--- src/design/fra_pkg.sv ---
/*
 * Shared constants and carrier types of the frame register access engine.
 * Assumes one 10 MHz system clock and 32-bit command words.
 */
package fra_pkg;

   // ------------------------------------------------------------
   // timing
   // ------------------------------------------------------------
   localparam int CLK_PERIOD_NS = 100;
   localparam int PAUSE_UNIT_NS = 1000;
   localparam int US_CYCLES = (PAUSE_UNIT_NS + CLK_PERIOD_NS - 1)
                              / CLK_PERIOD_NS;
   localparam int US_DIV_W = 4;

   // ------------------------------------------------------------
   // command word layout
   // ------------------------------------------------------------
   localparam logic [1:0] OP_READ = 2'h1;
   localparam logic [1:0] OP_WRITE = 2'h2;
   localparam logic [1:0] OP_RMW = 2'h3;
   localparam logic [1:0] OP_CODE = 2'h0;
   localparam logic [3:0] CODE_IDLE = 4'h0;
   localparam logic [3:0] CODE_PAUSE = 4'h4;
   localparam int PAUSE_W = 28;
   localparam int PAUSE_LSB = 4;
   localparam int ADDR_LSB = 2;

   // ------------------------------------------------------------
   // response framing
   // ------------------------------------------------------------
   localparam int MIN_RSP_WORDS = 10;
   localparam int MCAST_BIT = 40;
   localparam int PORT_W = 4;

   typedef struct packed {
      logic last;
      logic [31:0] data;
   } fra_word_t;

   typedef struct packed {
      logic [47:0] dmac;
      logic [47:0] smac;
      logic [PORT_W-1:0] port;
   } fra_hdr_t;

   typedef struct packed {
      logic [29:0] addr;
      logic [31:0] wdata;
      logic wr;
      logic rd;
   } fra_bus_t;

endpackage

--- src/design/fra_engine.sv ---
/*
 * Frame register access engine: executes the command words of one
 * request frame in order, drives the internal register bus and emits
 * the response words, zero padding and the swapped response header.
 * Assumes a framer upstream that strips the protocol header and marks
 * the last command word, and a framer downstream that builds the frame.
 */
module fra_engine #(
   parameter int MIN_WORDS = fra_pkg::MIN_RSP_WORDS,
   parameter int CNT_W = 8
) (
   input wire logic clk,
   input wire logic sys_rst,
   input wire logic cmd_valid,
   output logic cmd_ready,
   input wire fra_pkg::fra_word_t cmd_word,
   input wire fra_pkg::fra_hdr_t req_hdr,
   output fra_pkg::fra_bus_t bus,
   input wire logic [31:0] bus_rdata,
   input wire logic bus_ack,
   output logic rsp_valid,
   input wire logic rsp_ready,
   output logic [31:0] rsp_data,
   output logic rsp_end,
   output fra_pkg::fra_hdr_t rsp_hdr,
   output logic busy
);

   // ------------------------------------------------------------
   // state
   // ------------------------------------------------------------
   typedef enum logic [8:0] {
      S_CMD = 9'h001,
      S_DATA = 9'h002,
      S_MASK = 9'h004,
      S_RD = 9'h008,
      S_WR = 9'h010,
      S_PAUSE = 9'h020,
      S_OUT = 9'h040,
      S_PAD = 9'h080,
      S_END = 9'h100
   } fra_state_t;

   fra_state_t state;
   fra_state_t next_state;
   fra_state_t after_cmd;
   logic in_frame;
   logic last_seen;
   logic is_rmw;
   logic [31:0] wdata;
   logic [31:0] mask;
   logic [fra_pkg::PAUSE_W-1:0] pause_cnt;
   logic [fra_pkg::US_DIV_W-1:0] us_div;
   logic [CNT_W-1:0] rsp_cnt;

   // ------------------------------------------------------------
   // decode
   // ------------------------------------------------------------
   wire cmd_take = cmd_valid && cmd_ready;
   wire [1:0] op = cmd_word.data[1:0];
   wire [3:0] code = cmd_word.data[3:0];
   wire op_rd = op == fra_pkg::OP_READ;
   wire op_wr = op == fra_pkg::OP_WRITE;
   wire op_rmw = op == fra_pkg::OP_RMW;
   wire op_idle = code == fra_pkg::CODE_IDLE;
   wire op_pause = code == fra_pkg::CODE_PAUSE;
   wire us_tick = us_div == fra_pkg::US_DIV_W'(fra_pkg::US_CYCLES - 1);
   wire pad_done = rsp_cnt >= CNT_W'(MIN_WORDS);
   wire rsp_take = rsp_valid && rsp_ready;
   wire [31:0] merged = (bus_rdata & ~mask) | (wdata & mask);

   assign cmd_ready = (state == S_CMD) || (state == S_DATA)
                      || (state == S_MASK);
   assign rsp_valid = (state == S_OUT) || (state == S_PAD && !pad_done);
   assign rsp_end = state == S_END;
   assign busy = in_frame;
   assign after_cmd = last_seen ? S_PAD : S_CMD;

   always_comb begin
      next_state = state;
      case (state)
         S_CMD: begin
            if (cmd_take) begin
               if (op_rd) begin
                  next_state = S_RD;
               end else if (op_wr || op_rmw) begin
                  next_state = S_DATA;
               end else if (op_idle) begin
                  next_state = S_OUT;
               end else if (op_pause) begin
                  next_state = S_PAUSE;
               end else begin
                  next_state = cmd_word.last ? S_PAD : S_CMD;
               end
            end
         end
         S_DATA: if (cmd_take) next_state = is_rmw ? S_MASK : S_WR;
         S_MASK: if (cmd_take) next_state = S_RD;
         S_RD: if (bus_ack) next_state = is_rmw ? S_WR : S_OUT;
         S_WR: if (bus_ack) next_state = after_cmd;
         S_PAUSE: if (pause_cnt == '0) next_state = after_cmd;
         S_OUT: if (rsp_take) next_state = after_cmd;
         S_PAD: if (pad_done) next_state = S_END;
         S_END: next_state = S_CMD;
         default: next_state = S_CMD;
      endcase
   end

   // ------------------------------------------------------------
   // registers
   // ------------------------------------------------------------
   always_ff @(posedge clk) state <= sys_rst ? S_CMD : next_state;

   always_ff @(posedge clk) begin
      if (sys_rst) begin
         in_frame <= 1'b0;
         last_seen <= 1'b0;
         rsp_hdr <= '0;
      end else if (state == S_END) begin
         in_frame <= 1'b0;
         last_seen <= 1'b0;
      end else if (cmd_take) begin
         in_frame <= 1'b1;
         last_seen <= cmd_word.last;
         if (!in_frame) begin
            rsp_hdr.dmac <= req_hdr.smac;
            rsp_hdr.smac <= req_hdr.dmac
                            & ~(48'h1 << fra_pkg::MCAST_BIT);
            rsp_hdr.port <= req_hdr.port;
         end
      end
   end

   always_ff @(posedge clk) begin
      if (sys_rst) begin
         is_rmw <= 1'b0;
         wdata <= '0;
         mask <= '0;
      end else if (cmd_take && state == S_CMD) begin
         is_rmw <= op_rmw;
      end else if (cmd_take && state == S_DATA) begin
         wdata <= cmd_word.data;
      end else if (cmd_take) begin
         mask <= cmd_word.data;
      end
   end

   always_ff @(posedge clk) begin
      if (sys_rst) begin
         bus <= '0;
      end else if (next_state == S_RD && state != S_RD) begin
         bus.rd <= 1'b1;
         if (state == S_CMD) begin
            bus.addr <= cmd_word.data[31:fra_pkg::ADDR_LSB];
         end
      end else if (state == S_CMD && cmd_take) begin
         bus.addr <= cmd_word.data[31:fra_pkg::ADDR_LSB];
      end else if (state == S_DATA && next_state == S_WR) begin
         bus.wr <= 1'b1;
         bus.wdata <= cmd_word.data;
      end else if (state == S_RD && next_state == S_WR) begin
         bus.rd <= 1'b0;
         bus.wr <= 1'b1;
         bus.wdata <= merged;
      end else if (bus_ack) begin
         bus.rd <= 1'b0;
         bus.wr <= 1'b0;
      end
   end

   always_ff @(posedge clk) begin
      if (sys_rst) begin
         pause_cnt <= '0;
         us_div <= '0;
      end else if (state == S_CMD && next_state == S_PAUSE) begin
         pause_cnt <= cmd_word.data[31:fra_pkg::PAUSE_LSB];
         us_div <= '0;
      end else if (state == S_PAUSE) begin
         us_div <= us_tick ? '0 : us_div + 1'b1;
         if (us_tick && pause_cnt != '0) pause_cnt <= pause_cnt - 1'b1;
      end
   end

   always_ff @(posedge clk) begin
      if (sys_rst) begin
         rsp_data <= '0;
         rsp_cnt <= '0;
      end else begin
         if (state == S_CMD && next_state == S_OUT) begin
            rsp_data <= cmd_word.data;
         end else if (state == S_RD && next_state == S_OUT) begin
            rsp_data <= bus_rdata;
         end else if (next_state == S_PAD) begin
            rsp_data <= '0;
         end
         if (state == S_END) begin
            rsp_cnt <= '0;
         end else if (rsp_take && !(&rsp_cnt)) begin
            rsp_cnt <= rsp_cnt + 1'b1;
         end
      end
   end

   // ------------------------------------------------------------
   // checks
   // ------------------------------------------------------------
   wire take_cmd = cmd_take && state == S_CMD;

   property p_write_len;
      @(posedge clk) disable iff (sys_rst)
      take_cmd && op_wr |=> state == S_DATA && !is_rmw && cmd_ready;
   endproperty
   a_write_len: assert property (p_write_len)
      else $error("write did not wait for its data word");
   property p_write_full;
      @(posedge clk) disable iff (sys_rst)
      state == S_DATA && cmd_take && !is_rmw |=>
         bus.wr && bus.wdata == $past(cmd_word.data);
   endproperty
   a_write_full: assert property (p_write_full)
      else $error("write data not stored whole");
   property p_rmw_decode;
      @(posedge clk) disable iff (sys_rst)
      take_cmd && op_rmw |=> state == S_DATA && is_rmw;
   endproperty
   a_rmw_decode: assert property (p_rmw_decode)
      else $error("rmw not decoded");
   property p_rmw_merge;
      @(posedge clk) disable iff (sys_rst)
      state == S_RD && bus_ack && is_rmw |=> bus.wr
         && bus.wdata == (($past(bus_rdata) & ~mask) | (wdata & mask));
   endproperty
   a_rmw_merge: assert property (p_rmw_merge)
      else $error("rmw merge wrong");
   property p_idle_echo;
      @(posedge clk) disable iff (sys_rst)
      take_cmd && op == fra_pkg::OP_CODE && op_idle |=>
         rsp_valid && rsp_data == $past(cmd_word.data) && !bus.rd && !bus.wr;
   endproperty
   a_idle_echo: assert property (p_idle_echo)
      else $error("idle not echoed");
   property p_pause_one;
      @(posedge clk) disable iff (sys_rst)
      take_cmd && op_pause
         && cmd_word.data[31:fra_pkg::PAUSE_LSB] == fra_pkg::PAUSE_W'(1) |=>
         (state == S_PAUSE && !bus.rd && !bus.wr)[*8]
         ##1 (state == S_PAUSE)[*3] ##1 state != S_PAUSE;
   endproperty
   a_pause_one: assert property (p_pause_one)
      else $error("one microsecond pause wrong length");
   property p_read_addr;
      @(posedge clk) disable iff (sys_rst)
      take_cmd && op_rd |=> bus.rd && bus.addr == $past(cmd_word.data[31:2]);
   endproperty
   a_read_addr: assert property (p_read_addr)
      else $error("read not issued");
   property p_serial;
      @(posedge clk) disable iff (sys_rst)
      (bus.rd || bus.wr) |-> !cmd_ready && !rsp_valid;
   endproperty
   a_serial: assert property (p_serial)
      else $error("command overlapped a bus access");
   property p_swap;
      @(posedge clk) disable iff (sys_rst)
      rsp_end |-> !rsp_hdr.smac[fra_pkg::MCAST_BIT];
   endproperty
   a_swap: assert property (p_swap)
      else $error("multicast bit left in source");
   property p_pad;
      @(posedge clk) disable iff (sys_rst)
      rsp_end |-> rsp_cnt >= CNT_W'(MIN_WORDS);
   endproperty
   a_pad: assert property (p_pad)
      else $error("response shorter than minimum");

   c_rmw: cover property (@(posedge clk) state == S_RD && is_rmw && bus_ack);
   c_pause: cover property (@(posedge clk) state == S_PAUSE && us_tick);
   c_end: cover property (@(posedge clk) rsp_end);

endmodule

--- config.mk ---
export PLATFORM = sky130hd
export DESIGN_NAME = fra_engine
export DESIGN_NICKNAME = d
export VERILOG_FILES = /design/src/design/fra_pkg.sv /design/src/design/fra_engine.sv
export SDC_FILE = /design/constraint.sdc
export NUM_CORES = 1
export LEC_CHECK = 0
export CORE_MARGIN = 5
export CORE_UTILIZATION = 30
export DETAILED_ROUTE_END_ITERATION = 8
export DONT_BUFFER_PORTS = 1
export GPL_ROUTABILITY_DRIVEN = 0
export PLACE_DENSITY = 0.55
export RECOVER_POWER = 25
export SKIP_LAST_GASP = 1
export SYNTH_ARGS = -nofsm -noshare
export SYNTH_HDL_FRONTEND = slang
export SYNTH_SLANG_ARGS = --single-unit
--- constraint.sdc ---
create_clock -name clk -period 2.9 [get_ports clk]
set_input_delay 0.435 -clock clk [delete_from_list [all_inputs] [get_ports clk]]
set_output_delay 0.435 -clock clk [all_outputs]
set_load 0.01 [all_outputs]
### Yosys cells after proc, flatten, opt, wreduce, memory -nomap -nowiden

Cells that the tools add are included.

| word-level totals | value |
|---|---|
| memories | 0 |
| RAM bits | 0 |
| ROM bits | 0 |
| latch bits | 0 |
| word-level logic and storage cells | 127 |
| register bits | 311 |
| input bits | 170 |

| cells by class | value |
|---|---|
| reductions and logical operators | 40 |
| multiply operators | 0 |
| magnitude comparators | 1 |
| add/subtract/negate cells | 3 |
| divide/modulo/power cells | 0 |
| shifts and indexed selects | 0 |
| bitwise gates (word level) | 9 |
| multiplexer cells | 34 |
| equality and inequality tests | 23 |

Operators by type and width:

| kind | number |
|---|---|
| two-way mux 32 bit | 4 |
| two-way mux 30 bit | 3 |
| two-way mux 28 bit | 3 |
| two-way mux 9 bit | 8 |
| one-hot mux 9 bit (8 select lines) | 1 |
| bitwise AND 32 bit | 2 |
| two-way mux 8 bit | 6 |
| two-way mux 33 bit | 1 |
| inverter 32 bit | 1 |
| bitwise OR 32 bit | 1 |
| zero test 28 bit | 1 |
| nonzero test 28 bit | 1 |
| subtractor 28 x 1 -> 28 bit, second input constant | 1 |
| == test 9 x 4 -> 1 bit, second input constant | 2 |
| == test 9 x 5 -> 1 bit, second input constant | 2 |
| == test 9 x 6 -> 1 bit, second input constant | 2 |
| == test 9 x 7 -> 1 bit, second input constant | 2 |
| == test 9 x 8 -> 1 bit, second input constant | 2 |
| AND reduction 3 bit | 5 |
| logical AND 1 bit | 13 |
| == test 9 x 1 -> 1 bit, second input constant | 1 |
| == test 9 x 2 -> 1 bit, second input constant | 1 |
| == test 9 x 3 -> 1 bit, second input constant | 1 |
| == test 9 bit, second input constant | 1 |
| 24 further kinds | 45 |

### Longest topological paths before layout

Gate-level depths: netlist of the first run.

| logic depth | value |
|---|---|
| depth in word-level cells | 13 |
| gate-level depth with buffers | 9 |
| depth with buffers taken out | 8 |

### Worst setup path after synthesis of the first run

No wires, ideal clock.

| timing | value |
|---|---|
| kind | flip-flop to flip-flop |
| from | register state[4] |
| to | register bus[10] (netlist bit) |
| slack | 0.528 ns |
| required time | 2.831 ns |
| cell stages (with the launch flop) | 9 |
| buffers on the path | 3 |
| clock period less this slack | 2.372 ns |
| arrival time | 2.303 ns |
| library setup time | 0.069 ns |
| path through | dfxtp_1 clkbuf_1 or4_1 buf_2 or3_1 nor3_1 clkbuf_1 a22oi_1 o21ai_1 |

| on the way | value |
|---|---|
| word-level cells in the longest chain between the ends | 10 |
| elaborated cells between the ends (all ways) | 35 |
| classes of those cells | eq/ne: 11; mux: 10; bitwise: 2; reduce/logical: 12 |

RTL lines:

| element | RTL line | text |
|---|---|---|
| start, declared | fra_engine.sv:44 | `fra_state_t state;` |
| start signal, assigned | fra_engine.sv:112 | `always_ff @(posedge clk) state <= sys_rst ? S_CMD : next_state;` |
| == test 9 x 8 -> 1 bit, or another cell as far along | fra_engine.sv:74, fra_engine.sv:81 |  |
| logical AND 1 bit / logical OR 1 bit (equally long branches) | fra_engine.sv:74, fra_engine.sv:72 |  |
| logical OR 1 bit (on tied branches) | fra_engine.sv:74, fra_engine.sv:73 |  |
| logical AND 1 bit (on tied branches) | fra_engine.sv:69, fra_engine.sv:59 |  |
| two-way mux 9 bit (on tied branches) | n/a |  |
| one-hot mux 9 bit (8 select lines) | fra_engine.sv:81 | `case (state)` |
| == test 9 x 5 -> 1 bit / == test 9 x 4 -> 1 bit (equally long branches) | fra_engine.sv:158, fra_engine.sv:161, fra_engine.sv:151 |  |
| logical AND 1 bit (on tied branches) | fra_engine.sv:158, fra_engine.sv:151, fra_engine.sv:161 |  |
| nonzero test 2 bit (no line) / inverter 1 bit (equally long branches) | n/a |  |
| AND reduction 3 bit (no line) | n/a |  |
| end, declared | fra_engine.sv:18 | `output fra_pkg::fra_bus_t bus,` |

Several ways; a longest one is shown, not always the timed one.
A chain may end at the register's enable or synchronous reset.

### Worst setup path after layout of the first run

| timing | value |
|---|---|
| from | register state[0] |
| to | register bus[59] (netlist bit) |

| on the way | value |
|---|---|
| word-level cells in the longest chain between the ends | 10 |
| elaborated cells between the ends (all ways) | 31 |
| classes of those cells | eq/ne: 11; mux: 10; reduce/logical: 10 |

RTL lines:

| element | RTL line | text |
|---|---|---|
| == test 9 x 8 -> 1 bit, or another cell as far along | fra_engine.sv:74, fra_engine.sv:81 |  |
| logical AND 1 bit / logical OR 1 bit (equally long branches) | fra_engine.sv:74, fra_engine.sv:72 |  |
| logical OR 1 bit (on tied branches) | fra_engine.sv:74, fra_engine.sv:73 |  |
| logical AND 1 bit (on tied branches) | fra_engine.sv:69, fra_engine.sv:59 |  |
| two-way mux 9 bit (on tied branches) | n/a |  |
| one-hot mux 9 bit (8 select lines) | fra_engine.sv:81 |  |
| == test 9 x 4 -> 1 bit | fra_engine.sv:151 | `end else if (next_state == S_RD && state != S_RD) begin` |
| logical AND 1 bit | fra_engine.sv:151 |  |
| inequality test 2 x 1 -> 1 bit (no line) / nonzero test 2 bit (equally long branches) | n/a |  |
| AND reduction 2 bit (no line) | n/a |  |

Several ways; a longest one is shown, not always the timed one.

==> run summary, run 1 <==
Worst EP arrival -> 3240 ps
Yosys Warn Count -> 0
Worst-case reg-to-reg path depth -> 7
Fillcell total -> 4303
Area grow syn2layout -> 27.49%
CP startpoint -> state[0]
Hold Path Class -> primary input to flop
Worst skew pair latency -> 570 ps
Max-cap violations -> 0
Ports -> 370
Vias per cell -> 5.384
Crit path time final -> 2732 ps
Root Buffer Master -> clkbuf_16
Worst flop-to-flop path startpoint -> state[0]
VDD IR-drop max -> 0.4549 mV
Initial Util -> 30.10%
Yosys reg bits -> 311
Clock-pin slew on the worst setup and hold paths -> 60 ps
Total CTS buffers -> 37
Aggregate global-route resource usage -> 18.73%
TritonCTS clock tree -> yes
Number of global-route vias before repair -> 12131
Synth top cells by count -> nand2_1, dfxtp_1, a21oi_1, clkbuf_1, a22oi_1
Synth cell types -> 65
Register-to-register setup slack -> 170 ps
Fin crit share -> 94.20%
Via Count -> 12108
Fmax -> 0.3660 GHz
Status -> finished, final reports clean
Finished Layout Cells -> 2249
Synthesized cell area -> 12880 sq um
Syn nets -> 1745
RSZ-0062 raised after global routing -> no
Static Leak -> 5.709 nW
Top FF cell, synth -> dfxtp_1
Largest net degree at the start of global routing -> 141
Total chip power -> 11.19 mW
Slew Limit Fails -> 0
Dominant cell type by area after synthesis -> dfxtp_1
RR Endpoint -> bus[59]
Share of cells above drive strength 1 -> 8.162%
Pwr Density -> 681.3 nW/um^2
Drt total wl -> 47280 um
Initial antenna violation count -> 1
Post-Syn Instances -> 1572
Final setup TNS -> 0 ps
DRT iter0 DRCs -> 793
Core box area -> 42790 sq um
Final cell utilization of the core -> 38.37%
Yosys top cell area share -> 48.34%
Drt pass-1 iters -> 7
Max Buffers Root-to-Sink -> 3
Crit Path Max Fanout -> 30
I/O Buffers -> 0
Num Clock Sinks -> 311
Critical Path RT -> 3410 ps
Dpl hpwl -> 28580 um
Detail Route Antenna Nets -> 0
EDFF count, synth -> 0
Dpl cells -> 2036
CP startpoint kind -> flop
Setup violations, final -> 0
DRC -> 0
Share of flip-flops with an asynchronous set or reset -> 0%
First-pass GRT wire length -> 71020 um
Top post-synthesis cells by area -> dfxtp_1, nand2_1, a21oi_1
Setup crit end kind -> flop
Worst relative slew slack -> 51.01%
Die width -> 217.2 um
Fin nets -> 1850
Final Skew -> 25.38 ps
# rows -> 76
Avg WL per Cell -> 21.02 um
DIE HEIGHT -> 217.2 um
Average size of a mapped cell -> 8.192 sq um
Die area -> 47170 sq um
Hold path depth -> 2
Global route overflow -> 0
Setup crit end -> bus[59]
Tightest Pin Transition -> 723.4 ps
Count leader, synth -> nand2_1
Antenna diode count -> 0
Crit Path Class -> flop to flop
H-tree Lvls -> 2
Hold Violations, Final -> 0
Sequential share of the synthesized area -> 48.34%
## final cells by class
type                    instances  area, sq um  area share (%)
clock inverters                15        312.8           1.905
repair buffers                187         1892           11.52
well taps                     546        683.2           4.161
flip-flops and latches        311         6227           37.93
inverters                       9        33.78          0.2057
multi-input cells            1131         6225           37.91
clock buffers                  50         1046           6.370
## flip-flops by register name (all words and copies together) (netlist names)
register and flops:
busy 1, is_rmw 1, state 9, rsp_data 32, wdata 32, rsp_cnt 8
mask 32, pause_cnt 28, bus 64, us_div 4, last_seen 1, rsp_hdr 99
## what timing repair did
| action | 4_1_cts | 5_1_grt |
|---|---|---|
| setup endpoints to repair | 0 | 39 |
| hold endpoints to repair | 220 | 0 |
| resized for setup | 0 | 8 |
| setup buffers | 0 | 0 |
| hold buffers | 146 | 0 |
## critical path: stages (launching register included)
cell and delay [ps]:
dfxtp_1 530, or4b_1 580, nor3_2 210, buf_4 160, buf_4 330, nand2_1 100
a21oi_1 150, dlygate4sd3_1 580
## cell families (layout without fill, tap and decap cells)
| group | after synthesis | after routing | synth area share, % |
|---|---|---|---|
| AOI/OAI and AO/OA | 432 | 432 | 19.98 |
| xor gates and xnor gates | 24 | 24 | 1.632 |
| adders and majority gates | 3 | 3 | 0.2915 |
| buffers and inverters | 132 | 261 | 4.061 |
| DFF | 311 | 311 | 48.34 |
| muxes | 33 | 33 | 2.565 |
| other | 1 | 1 | 0.02912 |
| and+or+nand+nor | 636 | 638 | 23.09 |
## cells in the final DEF (no fill, tap or decap), types with 5 or more instances in the layout
cell and instances:
nand2_1 412, dfxtp_1 310, a21oi_1 216, dlygate4sd3_1 144, a22oi_1 52, o21ai_1 47
nor2_1 44, clkbuf_16 38, nand3b_1 36, buf_4 34, mux2i_1 33, o22ai_1 21
a211oi_1 21, or4_1 17, o21ai_0 17, xnor2_1 16, nor4_1 15, nor3_1 13
nand3_1 13, nand4_1 11, a32oi_1 11, or3_1 10, o211ai_1 9, or2_0 9
inv_1 8, nor4_2 8, xor2_1 8, bufinv_16 8, nand2b_1 7, clkbuf_1 7
buf_12 7, o31ai_1 5, nor4b_1 5, a311oi_1 5, clkbuf_8 5
## routing by layer
layer	wire (um)	global-route usage (%)	part of all wire (%)	vias to the layer above
li1	-	-	-	5743
met1	18510	22.23	39	5756
met2	22830	32.39	48	527
met3	4781	6.496	10	82
met4	1155	4.972	2.4	0
met5	0	0	0	-
## per-stage QoR
| stage | instance area, sq um | hold slack [ps] | setup slack (ps) |
|---|---|---|---|
| final | 16420 | 27.57 | 168.1 |
| after global placement | 13510 | 442.7 | 383.5 |
| after floorplan | 12880 | 436.0 | 527.5 |
| after detailed placement | 13510 | 449.1 | 350.6 |
| after global routing | 16420 | 8.150 | 10.16 |
| after CTS | 16370 | 0.4876 | 23.64 |
## where the power goes
group	total, mW	switching (mW)	internal [mW]
sequential	4.76	0.272	4.49
clock	5.21	1.94	3.27
combinational	1.22	0.739	0.477
## how the worst min path moves through the flow
stage / startpoint / endpoint / slack, ps
2_1_floorplan: wdata[0] / wdata[0] / 440
3_3_place_gp: wdata[20] / wdata[20] / 440
3_5_place_dp: wdata[20] / wdata[20] / 450
4_1_cts: req_hdr[27] / rsp_hdr[75] / 0.5
5_1_grt: req_hdr[27] / rsp_hdr[75] / 8
6_report: cmd_word[19] / bus[21] / 30
(Power assumes the default switching activity.)
==> run 2: changes to the inputs <==
--- a/config.mk
+++ b/config.mk
@@ -7,6 +7,7 @@
 export LEC_CHECK = 0
 export CORE_MARGIN = 5
 export CORE_UTILIZATION = 30
+export CTS_BUF_LIST = sky130_fd_sc_hd__clkbuf_8
 export DETAILED_ROUTE_END_ITERATION = 8
 export DONT_BUFFER_PORTS = 1
 export GPL_ROUTABILITY_DRIVEN = 0
==> run 2 against run 1 <==
- sequential cell count is the same
- sequential share of layout area shrank 1.1 points
- sequential power is essentially flat
- clock skew grew 15 ps
- critical path depth grew 2
- register-to-register slack lost 20 ps
- global-route usage is essentially flat
- first-iteration DRC count grew 7.2%
- total power shrank 8.4%
- hold slack gained 4.9 ps
- via count grew 3.5%
- die area is the same
- largest cell class unchanged
==> run summary, run 2 (synthesis results as in run 1) <==
Status -> finished, final reports clean
Fin nets -> 1943
Drt total wl -> 47260 um
Die area -> 47170 sq um
Core box area -> 42790 sq um
VDD IR-drop max -> 0.3828 mV
Area grow syn2layout -> 31.38%
Num Clock Sinks -> 311
TritonCTS clock tree -> yes
Vias per cell -> 5.313
Tightest Pin Transition -> 710.8 ps
Hold Path Class -> primary input to flop
Largest register FFs -> 99
Largest net degree at the start of global routing -> 152
Pwr Density -> 605.3 nW/um^2
Final Skew -> 40.68 ps
Initial antenna violation count -> 2
Slew Limit Fails -> 0
Share of cells above drive strength 1 -> 8.945%
Worst EP arrival -> 3320 ps
First-pass GRT wire length -> 71860 um
Hold Violations, Final -> 0
I/O Buffers -> 0
Global route overflow -> 0
Area after DPL -> 13510 sq um
DRT iter0 DRCs -> 850
Crit Path Max Fanout -> 38
Crit path time final -> 2750 ps
Fmax -> 0.3636 GHz
Detail Route Antenna Nets -> 0
Net Sw Frac -> 29.35%
Max Buffers Root-to-Sink -> 3
Worst path most repeated cell -> buf_4
Critical-path cell list -> buf_4 > nor4_1 > buf_4 > a31oi_4 > nand3_4 > buf_4 > nand2_1 > a21oi_1 > dlygate4sd3_1
CP startpoint kind -> flop
Commonest non-fill, non-tap cells in the layout -> nand2_1, dfxtp_1, dlygate4sd3_1, a21oi_1, clkbuf_8
Final setup TNS -> 0 ps
Total chip power -> 10.24 mW
Worst skew pair latency -> 650 ps
Avg WL per Cell -> 20.04 um
Fin crit share -> 94.84%
Sequential power share -> 46.5%
Commonest non-fill, non-tap cell in the layout -> nand2_1
Ports -> 370
Switch Pwr -> 3.006 mW
Via Count -> 12529
Crit Path Class -> flop to flop
Comb power frac -> 13.5%
Root Buffer Master -> clkbuf_8
Drt pass-1 iters -> 5
Postcts setup bufs -> 0
DRC -> 0
DIE HEIGHT -> 217.2 um
Worst relative slew slack -> 51.87%
Aggregate global-route resource usage -> 18.76%
Clock-pin slew on the worst setup and hold paths -> 60 ps
Clk pwr share -> 40.0%
Number of global-route vias before repair -> 12587
Die width -> 217.2 um
Critical Path RT -> 3470 ps
Slowest cell on crit path -> dlygate4sd3_1
H-tree Lvls -> 2
Initial Util -> 30.10%
Fillcell total -> 4282
Bufs and invs on worst path -> 4
Fin area -> 16920 sq um
Reg with most FFs -> rsp_hdr
Setup crit end kind -> flop
Critical path's top delay family -> buffers and inverters
Delay of the slowest critical-path stage -> 600 ps
Biggest regs -> rsp_hdr x99, bus x64
# rows -> 76
Dpl hpwl -> 28580 um
Setup violations, final -> 0
Max-cap violations -> 0
Total CTS buffers -> 53
Static Leak -> 6.098 nW
Int Pwr -> 7.235 mW
run 2: cell count changes in the layout (fill, tap and decap cells not counted), moves of 2 or more:
| cell | delta |
|---|---|
| dlygate4sd3_1 | +77 |
| clkinvlp_4 | +5 |
| bufinv_16 | -7 |
| clkinv_2 | +6 |
| inv_1 | +14 |
| clkbuf_16 | -38 |
| inv_6 | -2 |
| clkbuf_8 | +61 |
| clkbuf_1 | -7 |
run 2: routing by layer:
metal / wire length, um / up-vias / track usage [%]
li1: - / 5940 / -
met1: 18810 / 5953 / 22.88
met2: 22850 / 563 / 32.36
met3: 4453 / 73 / 5.202
met4: 1146 / 0 / 5.625
met5: 0 / - / 0
run 2: cell type report:
cell class | count | area, sq um | area share (%)
antenna | 1 | 2.502 | 0.01479
clock buffer | 66 | 908.4 | 5.369
clock inverter | 30 | 187.7 | 1.109
inverter | 9 | 33.78 | 0.1997
multi-input combinational | 1131 | 6222 | 36.77
sequential | 311 | 6227 | 36.80
tap | 546 | 683.2 | 4.038
timing repair buffer | 264 | 2655 | 15.69
run 2: power groups by stage:
stage,sequential [mW],clock [mW],combinational (mW)
2_1_floorplan,4.77,0,0.725
3_3_place_gp,4.85,0,0.896
3_5_place_dp,4.85,0,0.925
4_1_cts,4.76,4.20,1.32
5_1_grt,4.79,4.38,1.52
6_report,4.76,4.10,1.38
run 2: worst paths after layout:
| check | start | end | slack [ps] | cells after the start |
|---|---|---|---|---|
| max reg2reg | state[1] | rsp_hdr[24] | 150 | 9 |
| min | cmd_word[17] | pause_cnt[13] | 30 | 2 |
| min reg2reg | wdata[20] | wdata[20] | 460 | 2 |
| max | state[1] | rsp_hdr[24] | 150 | 9 |
run 2: timing repair:
item / CTS / global route
hold endpoints to repair: 292 / 0
setup endpoints to repair: 0 / 86
hold buffers: 223 / 0
gates resized for setup: 0 / 7
run 2: stage by stage:
| step | std cells | setup WS (ps) | utilization (%) | hold slack, ps |
|---|---|---|---|---|
| floorplan | 1572 | 527.5 | - | 436.0 |
| global placement | 2036 | 383.5 | 31.58 | 442.7 |
| detailed placement | 2036 | 350.6 | 31.58 | 449.1 |
| CTS | 2355 | 33.23 | 39.42 | 1.351 |
| global route | 2358 | -3.649 | 39.54 | 21.12 |
| finish | 2358 | 149.7 | 39.54 | 32.46 |
run 2: worst register-to-register path, cell delays in order, from the launching register on:
cell and delay [ps]:
dfxtp_1 300, buf_4 170, nor4_1 320, buf_4 220, a31oi_4 190, nand3_4 220, buf_4 390, nand2_1 110
a21oi_1 190, dlygate4sd3_1 600
